`config.mk`:
```
export PLATFORM = sky130hd
export DESIGN_NAME = ncd_decode
export DESIGN_NICKNAME = d
export VERILOG_FILES = /design/src/hdl/ncd_pkg.sv /design/src/hdl/ncd_decode.sv /design/src/hdl/ncd_cmp.sv
export VERILOG_INCLUDE_DIRS = /design/src /design/src/hdl
export SDC_FILE = /design/constraint.sdc
export NUM_CORES = 1
export LEC_CHECK = 0
export BUFFER_PORTS_ARGS = -buffer_cell sky130_fd_sc_hd__clkbuf_2
export CAP_MARGIN = 20
export CORE_MARGIN = 1.5
export CORE_UTILIZATION = 33
export DETAILED_ROUTE_END_ITERATION = 10
export GPL_ROUTABILITY_DRIVEN = 0
export GPL_TIMING_DRIVEN = 0
export PLACE_DENSITY = 0.61
export SLEW_MARGIN = 20
export SYNTH_ARGS = -nofsm -noshare
export SYNTH_HDL_FRONTEND = slang
export SYNTH_SLANG_ARGS = --single-unit
```
`constraint.sdc`:
```
create_clock -name i_core_clk -period 10.9 [get_ports i_core_clk]
set_clock_uncertainty 0.15 [all_clocks]
set_input_delay 2.18 -clock i_core_clk [delete_from_list [all_inputs] [get_ports i_core_clk]]
set_output_delay 2.18 -clock i_core_clk [all_outputs]
set_load 0.02 [all_outputs]
```
`src/hdl/ncd_map.svh`:
```
// Opcode fields, reset values and timing counts of the control-flow decoder
`ifndef NCD_MAP_SVH
`define NCD_MAP_SVH
`define NCD_IW 10
`define NCD_ST_RST 1'b1
`define NCD_RET_CYC 3
`define NCD_PC_RST 14'h0000
`define NCD_OP_IMM_NE_MEM_CMP 6'h02
`define NCD_OP_IMM_NE_MEM_CMP_DIRECT 6'h12
`define NCD_OP_IMM_LE_MEM_CMP 6'h03
`define NCD_OP_IMM_LE_MEM_CMP_DIRECT 6'h13
`define NCD_OP_INDEX_NE_IMM_CMP 6'h07
`define NCD_OP_ACC_LE_IMM_CMP 6'h2b
`define NCD_OP_PIN_LATCH_SET_DIRECT 6'h2e
`define NCD_OP_PIN_LATCH_CLEAR_DIRECT 6'h26
`define NCD_OP_TDD 6'h2a
`define NCD_OP_LAR 6'h25
`define NCD_OP_LBR 6'h24
`define NCD_OP_LRA 6'h2d
`define NCD_OP_LRB 6'h2c
`define NCD_OP_BRL 6'h17
`define NCD_OP_LONG_UNCOND_JUMP 6'h15
`define NCD_OP_CALL 6'h16
`define NCD_W_ACC_NE_MEM_CMP 10'h004
`define NCD_W_ACC_NE_MEM_CMP_DIRECT 10'h104
`define NCD_W_BREG_NE_MEM_CMP 10'h044
`define NCD_W_ACC_LE_MEM_CMP 10'h014
`define NCD_W_ACC_LE_MEM_CMP_DIRECT 10'h114
`define NCD_W_BREG_LE_MEM_CMP 10'h0c4
`define NCD_W_RTN 10'h010
`define NCD_W_INTERRUPT_RETURN 10'h011
`define NCD_W_SED 10'h0e4
`define NCD_W_RED 10'h064
`define NCD_W_TD 10'h0e0
`define NCD_W_SBY 10'h14c
`define NCD_W_STOP 10'h14d
`define NCD_HI_BIT 4'h2
`define NCD_HI_BITD 4'h6
`endif

```
`src/hdl/ncd_pkg.sv`:
```
// Types shared by the control-flow decoder files
package ncd_pkg;
	typedef enum logic [1:0] {NCD_RUN, NCD_SECOND, NCD_WAIT} ncd_state_e;
	typedef enum logic [1:0] {NCD_PM_ACTIVE, NCD_PM_STANDBY, NCD_PM_STOP, NCD_PM_WATCH}
		ncd_pmode_e;
	// Register view handed from the core
	typedef struct packed
	{
		logic [3:0] acc;
		logic [3:0] breg;
		logic [3:0] yidx;
		logic [3:0] mem;
	} ncd_regs_s;
endpackage

```
`src/hdl/ncd_decode.sv`:
```
// Control-flow, compare, bit and I/O instruction decoder and executor
// Function
// - Immediate differs from memory sets status
// - A or B differs from memory sets status
// - Y differs from immediate sets status
// - Immediate at most memory sets status
// - A at most memory sets status
// - B at most memory sets status
// - A at most immediate sets status
// - Set, clear or test memory bit
// - Branches on status, long jump unconditional
// - Short call on status, two cycles
// - Long call on status, two words
// - Returns take three cycles; interrupt return restores
// - Set, clear, test discrete pin latches
// - Move nibbles to and from port registers
// - Standby enters standby, watch from subactive
`include "ncd_map.svh"
module ncd_decode
	import ncd_pkg::*;
#(
	parameter int PC_W = 14,
	parameter int SP_DEPTH = 4
)
(
	input wire logic i_core_clk,
	input wire logic i_rst_n,
	input wire logic i_instr_valid,
	input wire logic [9:0] i_instr,
	input wire ncd_regs_s i_regs,
	input wire logic i_subactive,
	input wire logic i_stop_watch,
	output logic [PC_W-1:0] o_pc,
	output logic o_status,
	output logic o_irq_enable_flag,
	output logic o_carry_flag,
	output logic o_mem_we,
	output logic [3:0] o_mem_wdata,
	output logic o_mem_direct,
	output logic [9:0] o_mem_addr,
	output logic o_acc_we,
	output logic o_breg_we,
	output logic [3:0] o_reg_wdata,
	output logic [15:0] o_pin_latch,
	output logic [63:0] o_port_regs,
	output ncd_pmode_e o_pmode,
	output logic o_busy
);
	// ----------------------------------------------------------------
	// State
	// ----------------------------------------------------------------
	ncd_state_e state_r; // Sequencer state
	logic [9:0] first_r; // Held first word of a two-word form
	logic [1:0] wait_r; // Remaining wait cycles
	logic [PC_W-1:0] pc_r; // Program counter
	logic st_r; // Status flag
	logic ie_r; // Interrupt enable flag
	logic ca_r; // Carry flag
	logic [PC_W+1:0] stack_r [SP_DEPTH]; // Return stack: pc, carry, status
	logic [$clog2(SP_DEPTH)-1:0] sp_r; // Stack pointer
	logic [15:0] latch_r; // Discrete pin latches
	logic [3:0] port_r [16]; // Port registers
	logic mem_we_r; // Memory write strobe
	logic [3:0] mem_wdata_r; // Memory write data
	logic mem_direct_r; // Direct addressing used
	logic [9:0] mem_addr_r; // Direct address
	logic acc_we_r; // Accumulator write strobe
	logic breg_we_r; // B write strobe
	logic [3:0] reg_wdata_r; // Register write data
	ncd_pmode_e pmode_r; // Power mode request
	// ----------------------------------------------------------------
	// Operand selection and compare
	// ----------------------------------------------------------------
	logic [9:0] op; // Opcode word under execution
	logic [9:0] ext; // Second word (address or target)
	logic two_done; // Executing after second word
	logic ne_r_imm_mem, ne_acc, ne_breg, ne_y, le_imm, le_acc, le_breg, le_ai;
	logic [PC_W-1:0] pc_inc; // Next sequential address
	assign two_done = (state_r == NCD_SECOND);
	assign op = two_done ? first_r : i_instr;
	assign ext = i_instr;
	assign pc_inc = pc_r + {{(PC_W-1){1'b0}}, 1'b1};
	ncd_cmp u_cmp_im (.i_lhs(op[3:0]), .i_rhs(i_regs.mem), .o_nonzero_result(ne_r_imm_mem),
		.o_no_borrow_result(le_imm));
	ncd_cmp u_cmp_am (.i_lhs(i_regs.acc), .i_rhs(i_regs.mem), .o_nonzero_result(ne_acc),
		.o_no_borrow_result(le_acc));
	ncd_cmp u_cmp_bm (.i_lhs(i_regs.breg), .i_rhs(i_regs.mem), .o_nonzero_result(ne_breg),
		.o_no_borrow_result(le_breg));
	ncd_cmp u_cmp_yi (.i_lhs(i_regs.yidx), .i_rhs(op[3:0]), .o_nonzero_result(ne_y),
		.o_no_borrow_result());
	ncd_cmp u_cmp_ai (.i_lhs(i_regs.acc), .i_rhs(op[3:0]), .o_nonzero_result(),
		.o_no_borrow_result(le_ai));
	// Two-word opcode detection
	logic is_two;
	always_comb
	begin
		is_two = 1'b0;
		if (op[9:4] == `NCD_OP_IMM_NE_MEM_CMP_DIRECT || op[9:4] == `NCD_OP_IMM_LE_MEM_CMP_DIRECT)
			is_two = 1'b1;
		else if (op == `NCD_W_ACC_NE_MEM_CMP_DIRECT || op == `NCD_W_ACC_LE_MEM_CMP_DIRECT)
			is_two = 1'b1;
		else if (op[9:6] == `NCD_HI_BITD && op[5:4] != 2'b11)
			is_two = 1'b1;
		else if (op[9:4] == `NCD_OP_BRL || op[9:4] == `NCD_OP_LONG_UNCOND_JUMP
			|| op[9:4] == `NCD_OP_CALL)
			is_two = 1'b1;
	end
	logic go; // An instruction executes this cycle
	assign go = (state_r == NCD_RUN && i_instr_valid && !is_two)
		|| (two_done && i_instr_valid);
	// ----------------------------------------------------------------
	// Sequencer
	// ----------------------------------------------------------------
	// Holds two-word first words and times multi-cycle forms
	always_ff @(posedge i_core_clk)
	begin
		if (!i_rst_n)
		begin
			state_r <= NCD_RUN;
			first_r <= 10'h000;
			wait_r <= 2'h0;
		end
		else
		begin
			case (state_r)
				NCD_RUN:
				if (i_instr_valid && is_two)
				begin
					state_r <= NCD_SECOND;
					first_r <= i_instr;
				end
				else if (i_instr_valid && (i_instr == `NCD_W_RTN || i_instr == `NCD_W_INTERRUPT_RETURN))
				begin
					state_r <= NCD_WAIT;
					wait_r <= 2'(`NCD_RET_CYC - 2);
					first_r <= i_instr; // Last wait cycle must know which return
				end
				else if (i_instr_valid && i_instr[9:6] == 4'h7)
				begin
					state_r <= NCD_WAIT;
					wait_r <= 2'h0;
					first_r <= i_instr; // Keeps a stale return word from acting
				end
				NCD_SECOND:
				if (i_instr_valid)
					state_r <= NCD_RUN;
				NCD_WAIT:
				if (wait_r == 2'h0)
					state_r <= NCD_RUN;
				else
					wait_r <= wait_r - 2'h1;
				default:
					state_r <= NCD_RUN;
			endcase
		end
	end
	// ----------------------------------------------------------------
	// Status, flags, program counter and stack
	// ----------------------------------------------------------------
	logic st_nxt;
	always_comb
	begin
		st_nxt = `NCD_ST_RST;
		if (op[9:4] == `NCD_OP_IMM_NE_MEM_CMP || op[9:4] == `NCD_OP_IMM_NE_MEM_CMP_DIRECT)
			st_nxt = ne_r_imm_mem;
		else if (op == `NCD_W_ACC_NE_MEM_CMP || op == `NCD_W_ACC_NE_MEM_CMP_DIRECT)
			st_nxt = ne_acc;
		else if (op == `NCD_W_BREG_NE_MEM_CMP)
			st_nxt = ne_breg;
		else if (op[9:4] == `NCD_OP_INDEX_NE_IMM_CMP)
			st_nxt = ne_y;
		else if (op[9:4] == `NCD_OP_IMM_LE_MEM_CMP || op[9:4] == `NCD_OP_IMM_LE_MEM_CMP_DIRECT)
			st_nxt = le_imm;
		else if (op == `NCD_W_ACC_LE_MEM_CMP || op == `NCD_W_ACC_LE_MEM_CMP_DIRECT)
			st_nxt = le_acc;
		else if (op == `NCD_W_BREG_LE_MEM_CMP)
			st_nxt = le_breg;
		else if (op[9:4] == `NCD_OP_ACC_LE_IMM_CMP)
			st_nxt = le_ai;
		else if ((op[9:6] == `NCD_HI_BIT || op[9:6] == `NCD_HI_BITD) && op[5:2] == 4'h3)
			st_nxt = i_regs.mem[op[1:0]];
		else if (op == `NCD_W_TD)
			st_nxt = latch_r[i_regs.yidx];
		else if (op[9:4] == `NCD_OP_TDD)
			st_nxt = latch_r[op[3:0]];
	end
	// Flow control: branches, calls, returns
	always_ff @(posedge i_core_clk)
	begin
		if (!i_rst_n)
		begin
			pc_r <= `NCD_PC_RST;
			st_r <= `NCD_ST_RST;
			ie_r <= 1'b0;
			ca_r <= 1'b0;
			sp_r <= '0;
			for (int k = 0; k < SP_DEPTH; k++)
				stack_r[k] <= '0;
		end
		else if (state_r == NCD_WAIT)
		begin
			if (wait_r == 2'h0 && first_r == `NCD_W_INTERRUPT_RETURN)
			begin
				ie_r <= 1'b1;
				ca_r <= stack_r[sp_r + 1'b1][1];
				st_r <= stack_r[sp_r + 1'b1][0];
			end
		end
		else if (i_instr_valid)
		begin
			pc_r <= pc_inc;
			if (go)
			begin
				st_r <= st_nxt;
				if (op[9:8] == 2'b11 && st_r)
					pc_r <= {pc_r[PC_W-1:8], op[7:0]};
				else if ((op[9:4] == `NCD_OP_BRL && st_r) || op[9:4] == `NCD_OP_LONG_UNCOND_JUMP)
					pc_r <= PC_W'({op[3:0], ext});
				else if ((op[9:6] == 4'h7 || op[9:4] == `NCD_OP_CALL) && st_r)
				begin
					stack_r[sp_r + 1'b1] <= {pc_inc, ca_r, st_r};
					sp_r <= sp_r + 1'b1;
					pc_r <= (op[9:6] == 4'h7) ? PC_W'(op[5:0]) : PC_W'({op[3:0], ext});
				end
				else if (op == `NCD_W_RTN || op == `NCD_W_INTERRUPT_RETURN)
				begin
					pc_r <= stack_r[sp_r][PC_W+1:2];
					sp_r <= sp_r - 1'b1;
				end
			end
		end
	end
	// Return flags are read one slot above after pop
	// ----------------------------------------------------------------
	// Memory, register and port side effects
	// ----------------------------------------------------------------
	always_ff @(posedge i_core_clk)
	begin
		if (!i_rst_n)
		begin
			mem_we_r <= 1'b0;
			mem_wdata_r <= 4'h0;
			mem_direct_r <= 1'b0;
			mem_addr_r <= 10'h000;
			acc_we_r <= 1'b0;
			breg_we_r <= 1'b0;
			reg_wdata_r <= 4'h0;
			latch_r <= 16'h0000;
			pmode_r <= NCD_PM_ACTIVE;
			for (int k = 0; k < 16; k++)
				port_r[k] <= 4'h0;
		end
		else
		begin
			mem_we_r <= 1'b0;
			acc_we_r <= 1'b0;
			breg_we_r <= 1'b0;
			mem_direct_r <= two_done;
			mem_addr_r <= two_done ? ext : 10'h000;
			if (go && (op[9:6] == `NCD_HI_BIT || op[9:6] == `NCD_HI_BITD)
				&& (op[5:2] == 4'h1 || op[5:2] == 4'h2))
			begin
				mem_we_r <= 1'b1;
				mem_wdata_r <= i_regs.mem;
				mem_wdata_r[op[1:0]] <= ~op[3];
			end
			if (go && op == `NCD_W_SED)
				latch_r[i_regs.yidx] <= 1'b1;
			else if (go && op == `NCD_W_RED)
				latch_r[i_regs.yidx] <= 1'b0;
			else if (go && op[9:4] == `NCD_OP_PIN_LATCH_SET_DIRECT)
				latch_r[op[3:0]] <= 1'b1;
			else if (go && op[9:4] == `NCD_OP_PIN_LATCH_CLEAR_DIRECT)
				latch_r[op[3:0]] <= 1'b0;
			if (go && (op[9:4] == `NCD_OP_LAR || op[9:4] == `NCD_OP_LBR))
			begin
				acc_we_r <= (op[9:4] == `NCD_OP_LAR);
				breg_we_r <= (op[9:4] == `NCD_OP_LBR);
				reg_wdata_r <= port_r[op[3:0]];
			end
			else if (go && op[9:4] == `NCD_OP_LRA)
				port_r[op[3:0]] <= i_regs.acc;
			else if (go && op[9:4] == `NCD_OP_LRB)
				port_r[op[3:0]] <= i_regs.breg;
			if (go && op == `NCD_W_SBY)
				pmode_r <= i_subactive ? NCD_PM_WATCH : NCD_PM_STANDBY;
			else if (go && op == `NCD_W_STOP)
				pmode_r <= i_stop_watch ? NCD_PM_WATCH : NCD_PM_STOP;
		end
	end
	// ----------------------------------------------------------------
	// Outputs
	// ----------------------------------------------------------------
	logic busy_r;
	always_ff @(posedge i_core_clk)
	begin
		if (!i_rst_n)
			busy_r <= 1'b0;
		else
			busy_r <= (state_r == NCD_WAIT && wait_r != 2'h0)
				|| (state_r == NCD_RUN && i_instr_valid
				&& (i_instr[9:6] == 4'h7 || i_instr == `NCD_W_RTN || i_instr == `NCD_W_INTERRUPT_RETURN));
	end
	assign o_pc = pc_r;
	assign o_status = st_r;
	assign o_irq_enable_flag = ie_r;
	assign o_carry_flag = ca_r;
	assign o_mem_we = mem_we_r;
	assign o_mem_wdata = mem_wdata_r;
	assign o_mem_direct = mem_direct_r;
	assign o_mem_addr = mem_addr_r;
	assign o_acc_we = acc_we_r;
	assign o_breg_we = breg_we_r;
	assign o_reg_wdata = reg_wdata_r;
	assign o_pin_latch = latch_r;
	assign o_pmode = pmode_r;
	assign o_busy = busy_r;
	for (genvar g = 0; g < 16; g++)
	begin : g_port
		assign o_port_regs[g*4 +: 4] = port_r[g];
	end
endmodule // ncd_decode

```
`src/hdl/ncd_cmp.sv`:
```
// Nibble comparison unit: inequality and no-borrow less-or-equal
module ncd_cmp
	import ncd_pkg::*;
(
	input wire logic [3:0] i_lhs,
	input wire logic [3:0] i_rhs,
	output logic o_nonzero_result,
	output logic o_no_borrow_result
);
	logic [4:0] diff;
	// rhs - lhs; no borrow means lhs <= rhs
	assign diff = {1'b0, i_rhs} - {1'b0, i_lhs};
	assign o_nonzero_result = (i_lhs != i_rhs);
	assign o_no_borrow_result = ~diff[4];
endmodule // ncd_cmp

```
# Yosys cells after proc, flatten, opt, wreduce, memory -nomap -nowiden
# Memories as Yosys holds them, arrays and structs flattened. A register that Yosys moved wholly into a read port is not among the register bits.
# Index checks and enable logic that the tools add are counted.
dict set report word_totals {
  inputBits 31
  memories 2
  out_inout_bits 122
  regBits 70
  mem_bits_rw 128
  wordCells 266
}
# memory words word_bits read_ports rd_clocked_by_memory_dff write_ports line_no
set memory_table {}
lappend memory_table {port_r 16 4 17 1 16 ncd_decode.sv:62} ;# logic [3:0] port_r [16];
lappend memory_table {stack_r 4 16 2 1 4 ncd_decode.sv:59} ;# logic [PC_W+1:0] stack_r [SP_DEPTH];
dict set report classes {
  n_eq_ne 55
  bitwise 15
  reduce_logical 71
  n_lt_le_gt_ge 6
  add_sub_neg 8
  muxes 91
}
# cell n
set ops {}
lappend ops {{14-bit 2-to-1 mux} 6}
lappend ops {{16-bit 2-to-1 mux} 5}
lappend ops {{10-bit by 5-bit == test with 1-bit output (second input constant)} 6}
lappend ops {{6-bit == test (second input constant)} 8}
lappend ops {{1-bit 2-to-1 mux} 47}
lappend ops {{10-bit by 9-bit == test with 1-bit output (second input constant)} 4}
lappend ops {{10-bit 2-to-1 mux} 4}
lappend ops {{2-bit 2-to-1 mux} 17}
lappend ops {{16-bit AND} 2}
lappend ops {{16-bit inverter} 2}
lappend ops {{16-bit bitwise OR} 2}
lappend ops {{10-bit by 8-bit == test with 1-bit output (second input constant)} 3}
lappend ops {{6-bit by 5-bit == test with 1-bit output (second input constant)} 5}
lappend ops {{1-bit logical AND} 28}
lappend ops {{10-bit by 7-bit == test with 1-bit output (second input constant)} 2}
lappend ops {{4-bit by 4-bit subtractor with 5-bit output} 4}
lappend ops {{1-bit logical OR} 19}
lappend ops {{4-bit != test} 4}
lappend ops {{16-bit OR reduction} 1}
lappend ops {{14-bit by 1-bit adder with 14-bit output (second input constant)} 1}
lappend ops {{4-bit by 2-bit == test with 1-bit output (second input constant)} 3}
lappend ops {{4-bit by 3-bit == test with 1-bit output (second input constant)} 3}
lappend ops {{6-bit by 2-bit == test with 1-bit output (second input constant)} 2}
lappend ops {{4-bit 2-to-1 mux} 3}
lappend ops {{other kinds (34)} 65}

# Depth between registers and ports, before layout
# Gate-level depths: netlist of run 1.
dict set report depth {
  depth_word 21
  ltp_mapped 15
  mapped_depth_nobuf 11
}

# By module
# From an unflattened synthesis of run 1, not the netlist that was laid out.
dict set report unflattened {
  hier_cells 1203
  area_unflattened_um2 11609.9
}
# mod area_per_inst_um2 cells_per_inst seq_area_each_um2 instances
set by_module_without_submodules {}
lappend by_module_without_submodules {ncd_decode 11140.7 1133 5365.1 1}
lappend by_module_without_submodules {ncd_cmp 93.8 14 0.0 5}

# Worst setup path after synthesis of run 1
# No wires, ideal clock.
dict set report synth_timing {
  path_kind {input port to flip-flop}
  from {in i_instr[1]}
  to {mem stack_r[0][0] (netlist name) (enable)}
  setup_ps 411
  path_stages 8
  arrival_ps 5079
  path_buffers 1
  slack_ps 5259
  required_time_ps 10339
  path_cell_list {buf_2 > inv_1 > a31oi_1 > o21ai_0 > a221o_1 > a211oi_1 > nand2_1 > o21ai_0}
}
# item line_no
set synth_lines {}
lappend synth_lines {{from (decl)} ncd_decode.sv:29} ;# input wire logic [9:0] i_instr,
lappend synth_lines {{to (decl)} ncd_decode.sv:59}

==> results of run 1 <==
cell usage in the layout, fill, tap and decap left out, types with 11 or more instances in the layout:
master	count
dfxtp_1	76
inv_1	40
clkbuf_2	146
and2_1	11
clkbuf_16	24
clkbuf_1	62
nand2_1	158
a21oi_1	56
nor2_1	200
mux4_2	21
ha_1	17
a311oi_1	14
o21ai_0	45
nor3_1	25
mux2i_1	29
edfxtp_1	128
a31oi_1	21
nand3_1	63
nand2b_1	14
cell type report:
type	count	area, µm²	share of cell area, %
plain buffers	79	355.3	2.661
clock buffers	30	653.1	4.890
clock inverters	12	173.9	1.302
inverters	42	157.7	1.180
multi-input cells	876	5338	39.97
flip-flops and latches	204	5365	40.17
well taps	448	560.5	4.197
repair buffers	147	752.0	5.631
metrics by stage:
step / cell area (µm²) / total power, W
finish: 13360 / 0.001941
global route: 13360 / 0.001991
CTS: 13360 / 0.001944
detailed placement: 12530 / 0.001100
global placement: 12490 / 0.001096
floorplan: 11210 / 0.001012
kinds of logic after synthesis:
logic type | after synthesis | share of synthesized area [%]
xor+xnor | 15 | 1.172
flops | 204 | 47.87
compound gates | 245 | 15.16
buf+inv | 121 | 4.577
fa+ha+maj | 17 | 1.898
mux | 55 | 7.312
simple gates | 544 | 22.01
power by group through the flow:
stage,Sequential (W),Combinational (W),Clock [W]
2_1_floorplan,0.000886,0.000126,0
3_3_place_gp,0.000876,0.000220,0
3_5_place_dp,0.000877,0.000223,0
4_1_cts,0.000860,0.000224,0.000860
5_1_grt,0.000862,0.000244,0.000885
6_report,0.000860,0.000229,0.000852
flip-flops by register name, summed over array words and instances, names as in the netlist, 2 cells and up, named ones only:
signal and flops:
port_r 64, o_mem_wdata 4, o_pmode 2, o_pc 14, state_r 2, o_mem_addr 10
sp_r 2, wait_r 2, first_r 10, stack_r 64, o_reg_wdata 4
metal layers:
metal,up-vias,global-route usage (%)
met4,2,7.258
met1,5036,30.01
li1,4721,-
met2,598,35.50
met5,-,0
met3,99,5.009
critical path, stage by stage:
cell      delay [ns]
clkbuf_1        0.38
inv_1           0.15
a31oi_1         0.53
nand2_1         0.10
a221o_1         0.42
a21oi_1         0.51
nand3_1         0.32
or3_1           0.37
clkbuf_1        0.17
clkbuf_1        0.30
nand2_1         0.71
how the worst max path moves through the flow:
stage | start | endpoint
2_1_floorplan | i_instr[1] | stack_r[0][0]
3_3_place_gp | i_instr[6] | stack_r[0][7]
3_5_place_dp | i_instr[6] | stack_r[1][9]
4_1_cts | i_instr[6] | stack_r[1][15]
5_1_grt | i_instr[1] | stack_r[1][15]
6_report | i_instr[6] | stack_r[1][15]
Yosys cell counts (all sizes together) (12+ instances only):
cell type,instances,area [µm²]
nor2,208,800.8
nand2,158,593.1
edfxtp,128,3844
dfxtp,76,1521
nand3,63,315.3
clkbuf,60,226.5
a21oi,56,280.3
o21ai,51,255.3
inv,41,153.9
mux2i,29,290.3
nor3,25,125.1
a31oi,21,131.4
mux4,21,473.0
buf,19,128.9
ha,17,212.7
nand2b,15,96.34
a311oi,14,122.6
and2,12,75.08
==> results.md, run 1 <==
- Run status: completed
- Met3 wire length: 3968 µm
- Die H: 187.3 µm
- VDD IR-drop max: 95.72 µV
- Yosys Warn Count: 0
- Static Leak: 5.031 nW
- CP Class: input pin to flop
- Mapped Cells: 1201
- Placed Instances: 1796
- Area grow syn2layout: 19.16%
- Hold Path Depth: 2
- Worst Max-Slew Pin Slew: 1.113 ns
- Post-layout nets: 1421
- Clk pwr share: 43.9%
- IO Port Bufs: 145
- Max-slew violations: 0
- Clock root cell: clkbuf_16
- Unrepaired setup endpoints after global routing: false
- Hold WS: 0.3319 ns
- Post-synthesis register bit count: 204
- Cell area after synthesis: 11210 µm²
- CTS max path bufs: 3
- Worst setup margin: 4.724 ns
- Critical Path Source Type: input pin
- Final Util: 39.93%
- Syn Nets: 1249
- Share of layout cells above drive strength 1: 18.56%
- Worst skew pair latency: 0.53 ns
- Htree depth: 1
- Worst slew margin: 25.15%
- Number of global-route vias before repair: 9837
- Fin Setup TNS: 0 ns
- Hold buffers post-CTS: 0
- # IOs: 153
- GR Overflow Total: 0
- ANT nets after route: 0
- Syn avg cell area: 9.332 µm²
- Reg2Reg Capture Point: stack_r[1][15]
- Power Dens Cells: 145.4 nW/µm²
- Reg2Reg Setup Slack: 5.95 ns
- Max_cap viols: 0
- Final period util: 56.66%
- TritonCTS clock tree: done
- First-pass GRT wire length: 60280 µm
- # DRC: 0
- Pre-CTS setup slack: 4.246 ns
- Worst flop-to-flop path startpoint: state_r[1]
- Minimum clock period: 6.176 ns
- Synth cell types: 79
- Worst Setup End Kind: flop
- Top Layer Used: met5
- Reg power frac: 44.3%
- Num rows: 67
- Overall routed net length: 40690 µm
- Worst-path clk slew: 0.07 ns
- Vias/cell: 5.689
- Post-synthesis async set-or-reset flop share: 0%
- Width of the die: 187.3 µm
- Final non-filler cell total: 1838
- Wire per inst: 22.14 µm
- Clk sinks: 204
- Ant. Diodes: 0
- EDFF count, synth: 128
- Critical path data arrival time: 6.17 ns
- Seq/Total Area, Yosys: 47.87%
- Largest net degree at the start of global routing: 17
- Pre-Repair DR Iteration Count: 8
- Core ar.: 33450 µm²
- WHS Endpoint: wait_r[1]
- Routed wl met2: 18640 µm
- Die area: 35080 µm²
- Ys flop type: edfxtp_1
- # fillers: 3310
- Final setup fails: 0
- Reg2Reg Depth: 10
- Peak Freq: 0.1619 GHz
- Initial antenna violation count: 1
- Initial DRC count: 1293
- Resize count post-CTS: 0
- Comb pwr share: 11.8%
- Starting Density: 33.51%
- Num CTS Buffers: 23
- Max FO, Critical Path: 16
- CP Data Required Time: 10.89 ns
- Total setup buffers inserted after CTS: 0
- Sw Ratio: 26.50%
- Met1 Wirelength: 16740 µm
- Net Switching: 0.0005145 W
- Final HPWL DP: 30620 µm
- Min-delay src: wait_r[1]
- Vias: 10460
- Min-Delay Path Class: flop to flop
- Final Hold Viols: 0
- Int Pwr: 0.001427 W
- GR Util All Layers: 22.30%
No activity file was read; power rests on OpenSTA's default activity.
==> run 2, diff against run 1 <==
Settings changed: PLACE_DENSITY 0.61 to 0.62.
Clock period 10.9 ns to 5.05 ns, I/O delays scaled along.
==> run 2 against run 1 <==
Total power rose by 110%. Clock power rose by 95%. Critical path depth is 1 lower.
==> results.md, run 2 (synthesis gave the netlist of run 1 again) <==
- Starting Density: 33.51% (unchanged)
- Initial antenna violation count: 1 (unchanged)
- Die area: 35080 µm² (unchanged)
- Hold buffers post-CTS: 0 (unchanged)
- Multi-input gate area in the final layout: 5345 µm² (+0.14%)
- Vias: 10320 (-1.3%)
- Clock root cell: clkbuf_16
- Num CTS Buffers: 23 (unchanged)
- Min-delay src: wait_r[1]
- Worst flop-to-flop path startpoint: state_r[1]
- Vias/cell: 5.617 (-1.3%)
- Die H: 187.3 µm (unchanged)
- Num rows: 67 (unchanged)
- CP Class: input pin to flop
- Min-Delay Path Class: flop to flop
- Post-layout nets: 1421 (unchanged)
- Critical Path Source Type: input pin
- Wire per inst: 22.09 µm (-0.22%)
- Htree depth: 1 (unchanged)
- Core ar.: 33450 µm² (unchanged)
- Width of the die: 187.3 µm (unchanged)
- Max-slew violations: 0 (unchanged)
- Final period util: 96.13%
- Peak Freq: 0.2060 GHz
- Critical path data arrival time: 4.86 ns (-1.31 ns)
- # IOs: 153 (unchanged)
- Static Leak: 4.995 nW (-0.72%)
- First-pass GRT wire length: 60600 µm (+0.53%)
- Number of global-route vias before repair: 9876 (+0.40%)
- Max_cap viols: 0 (unchanged)
- Worst slew margin: 20.95% (-4.2 points)
- Worst-path clk slew: 0.07 ns (about the same)
- CP Data Required Time: 5.06 ns (-5.83 ns)
- GR Overflow Total: 0 (unchanged)
- Worst skew pair latency: 0.53 ns (about the same)
- Minimum clock period: 4.854 ns
- Final Util: 39.68% (-0.25 points)
- CTS max path bufs: 3 (unchanged)
- Final Hold Viols: 0 (unchanged)
- IO Port Bufs: 145 (unchanged)
- Largest net degree at the start of global routing: 17 (unchanged)
- Final HPWL DP: 30470 µm (-0.46%)
- Pre-CTS setup slack: -0.4257 ns (-4.672 ns)
- Critical path origin: i_instr[6]
- Max FO, Critical Path: 16 (unchanged)
- VDD IR-drop max: 203.6 µV (+110%)
- Area grow syn2layout: 18.42%
- TritonCTS clock tree: done
- Overall routed net length: 40600 µm (-0.22%)
- # fillers: 3319 (+0.27%)
- # DRC: 0 (unchanged)
- Most frequent cells in the layout: 200 x nor2_1, 157 x nand2_1, 149 x clkbuf_2
- Pre-Repair DR Iteration Count: 7 (-1)
- GR Util All Layers: 22.37% (+0.069 points)
- Worst setup margin: 0.1956 ns (-4.528 ns)
- Clk sinks: 204 (unchanged)
- ANT nets after route: 0 (unchanged)
- Reg2Reg Setup Slack: 0.32 ns (-5.63 ns)
- Sequential cell area: 5365 µm² (unchanged)
- Worst Setup End Kind: flop
- Initial DRC count: 1088 (-16%)
- Commonest non-fill, non-tap cell in the layout: nor2_1
- Share of layout cells above drive strength 1: 18.56% (unchanged)
- Unrepaired setup endpoints after global routing: false
- Power Dens Cells: 302.4 nW/µm² (+110%)
- Ant. Diodes: 0 (unchanged)
- Run status: completed
- Final setup fails: 0 (unchanged)
- Worst Max-Slew Pin Slew: 1.176 ns (+0.06247 ns)
[run 2: layer usage]
metal  global-route usage [%]  up-vias  wire, µm
met3                    5.216      111      3802
met2                    35.44      521     18320
li1                         -     4711         -
met4                    9.026        2      1702
met1                    29.45     4979     16770
met5                        0        -         8
[run 2: area by class of cell]
class / instances / area share, %
sequential: 204 / 40.42
multi-input combinational: 876 / 40.27
timing repair buffer: 147 / 5.694
clock buffer: 34 / 4.987
tap: 448 / 4.223
buffer: 79 / 2.677
inverter: 42 / 1.188
clock inverter: 8 / 0.5373
[run 2: stage by stage]
step	area (µm²)	setup TNS [ns]	std cells	hold slack, ns	total power (W)
final	13270	0	1838	0.3302	0.004013
after CTS	13270	0	1838	0.3304	0.004016
after global placement	12490	-47.67	1794	0.3065	0.002366
after floorplan	11210	0	1201	0.2996	0.002185
after global routing	13270	0	1838	0.3470	0.004124
after detailed placement	12530	-10.68	1796	0.3211	0.002374
[run 2: timing repair]
item | in CTS | in global routing
setup buffers | 0 | 0
resized for setup | 0 | 1
setup endpoints to repair | 0 | 16
[run 2: worst paths after layout]
path                          to  depth (start not counted)
setup / recovery  stack_r[2][14]                         10
hold reg to reg        wait_r[1]                          2
setup reg to reg  stack_r[2][14]                          9
hold / removal         wait_r[1]                          2
[run 2: power by group]
part	switching, W	total [W]	leakage [nW]	internal (W)
combinational	0.000353	0.000497	2.68	0.000144
sequential	0.0000407	0.00186	1.94	0.00182
clock	0.000698	0.00166	0.367	0.000961
[run 2: worst max-delay path, cell delays in order]
cell and delay [ns]:
clkbuf_1 0.40, inv_1 0.17, a31oi_1 0.53, nand2_1 0.10, a221o_1 0.43, a21oi_1 0.50
nand3_1 0.33, or2_2 0.42, clkbuf_1 0.28, nand2_1 0.66
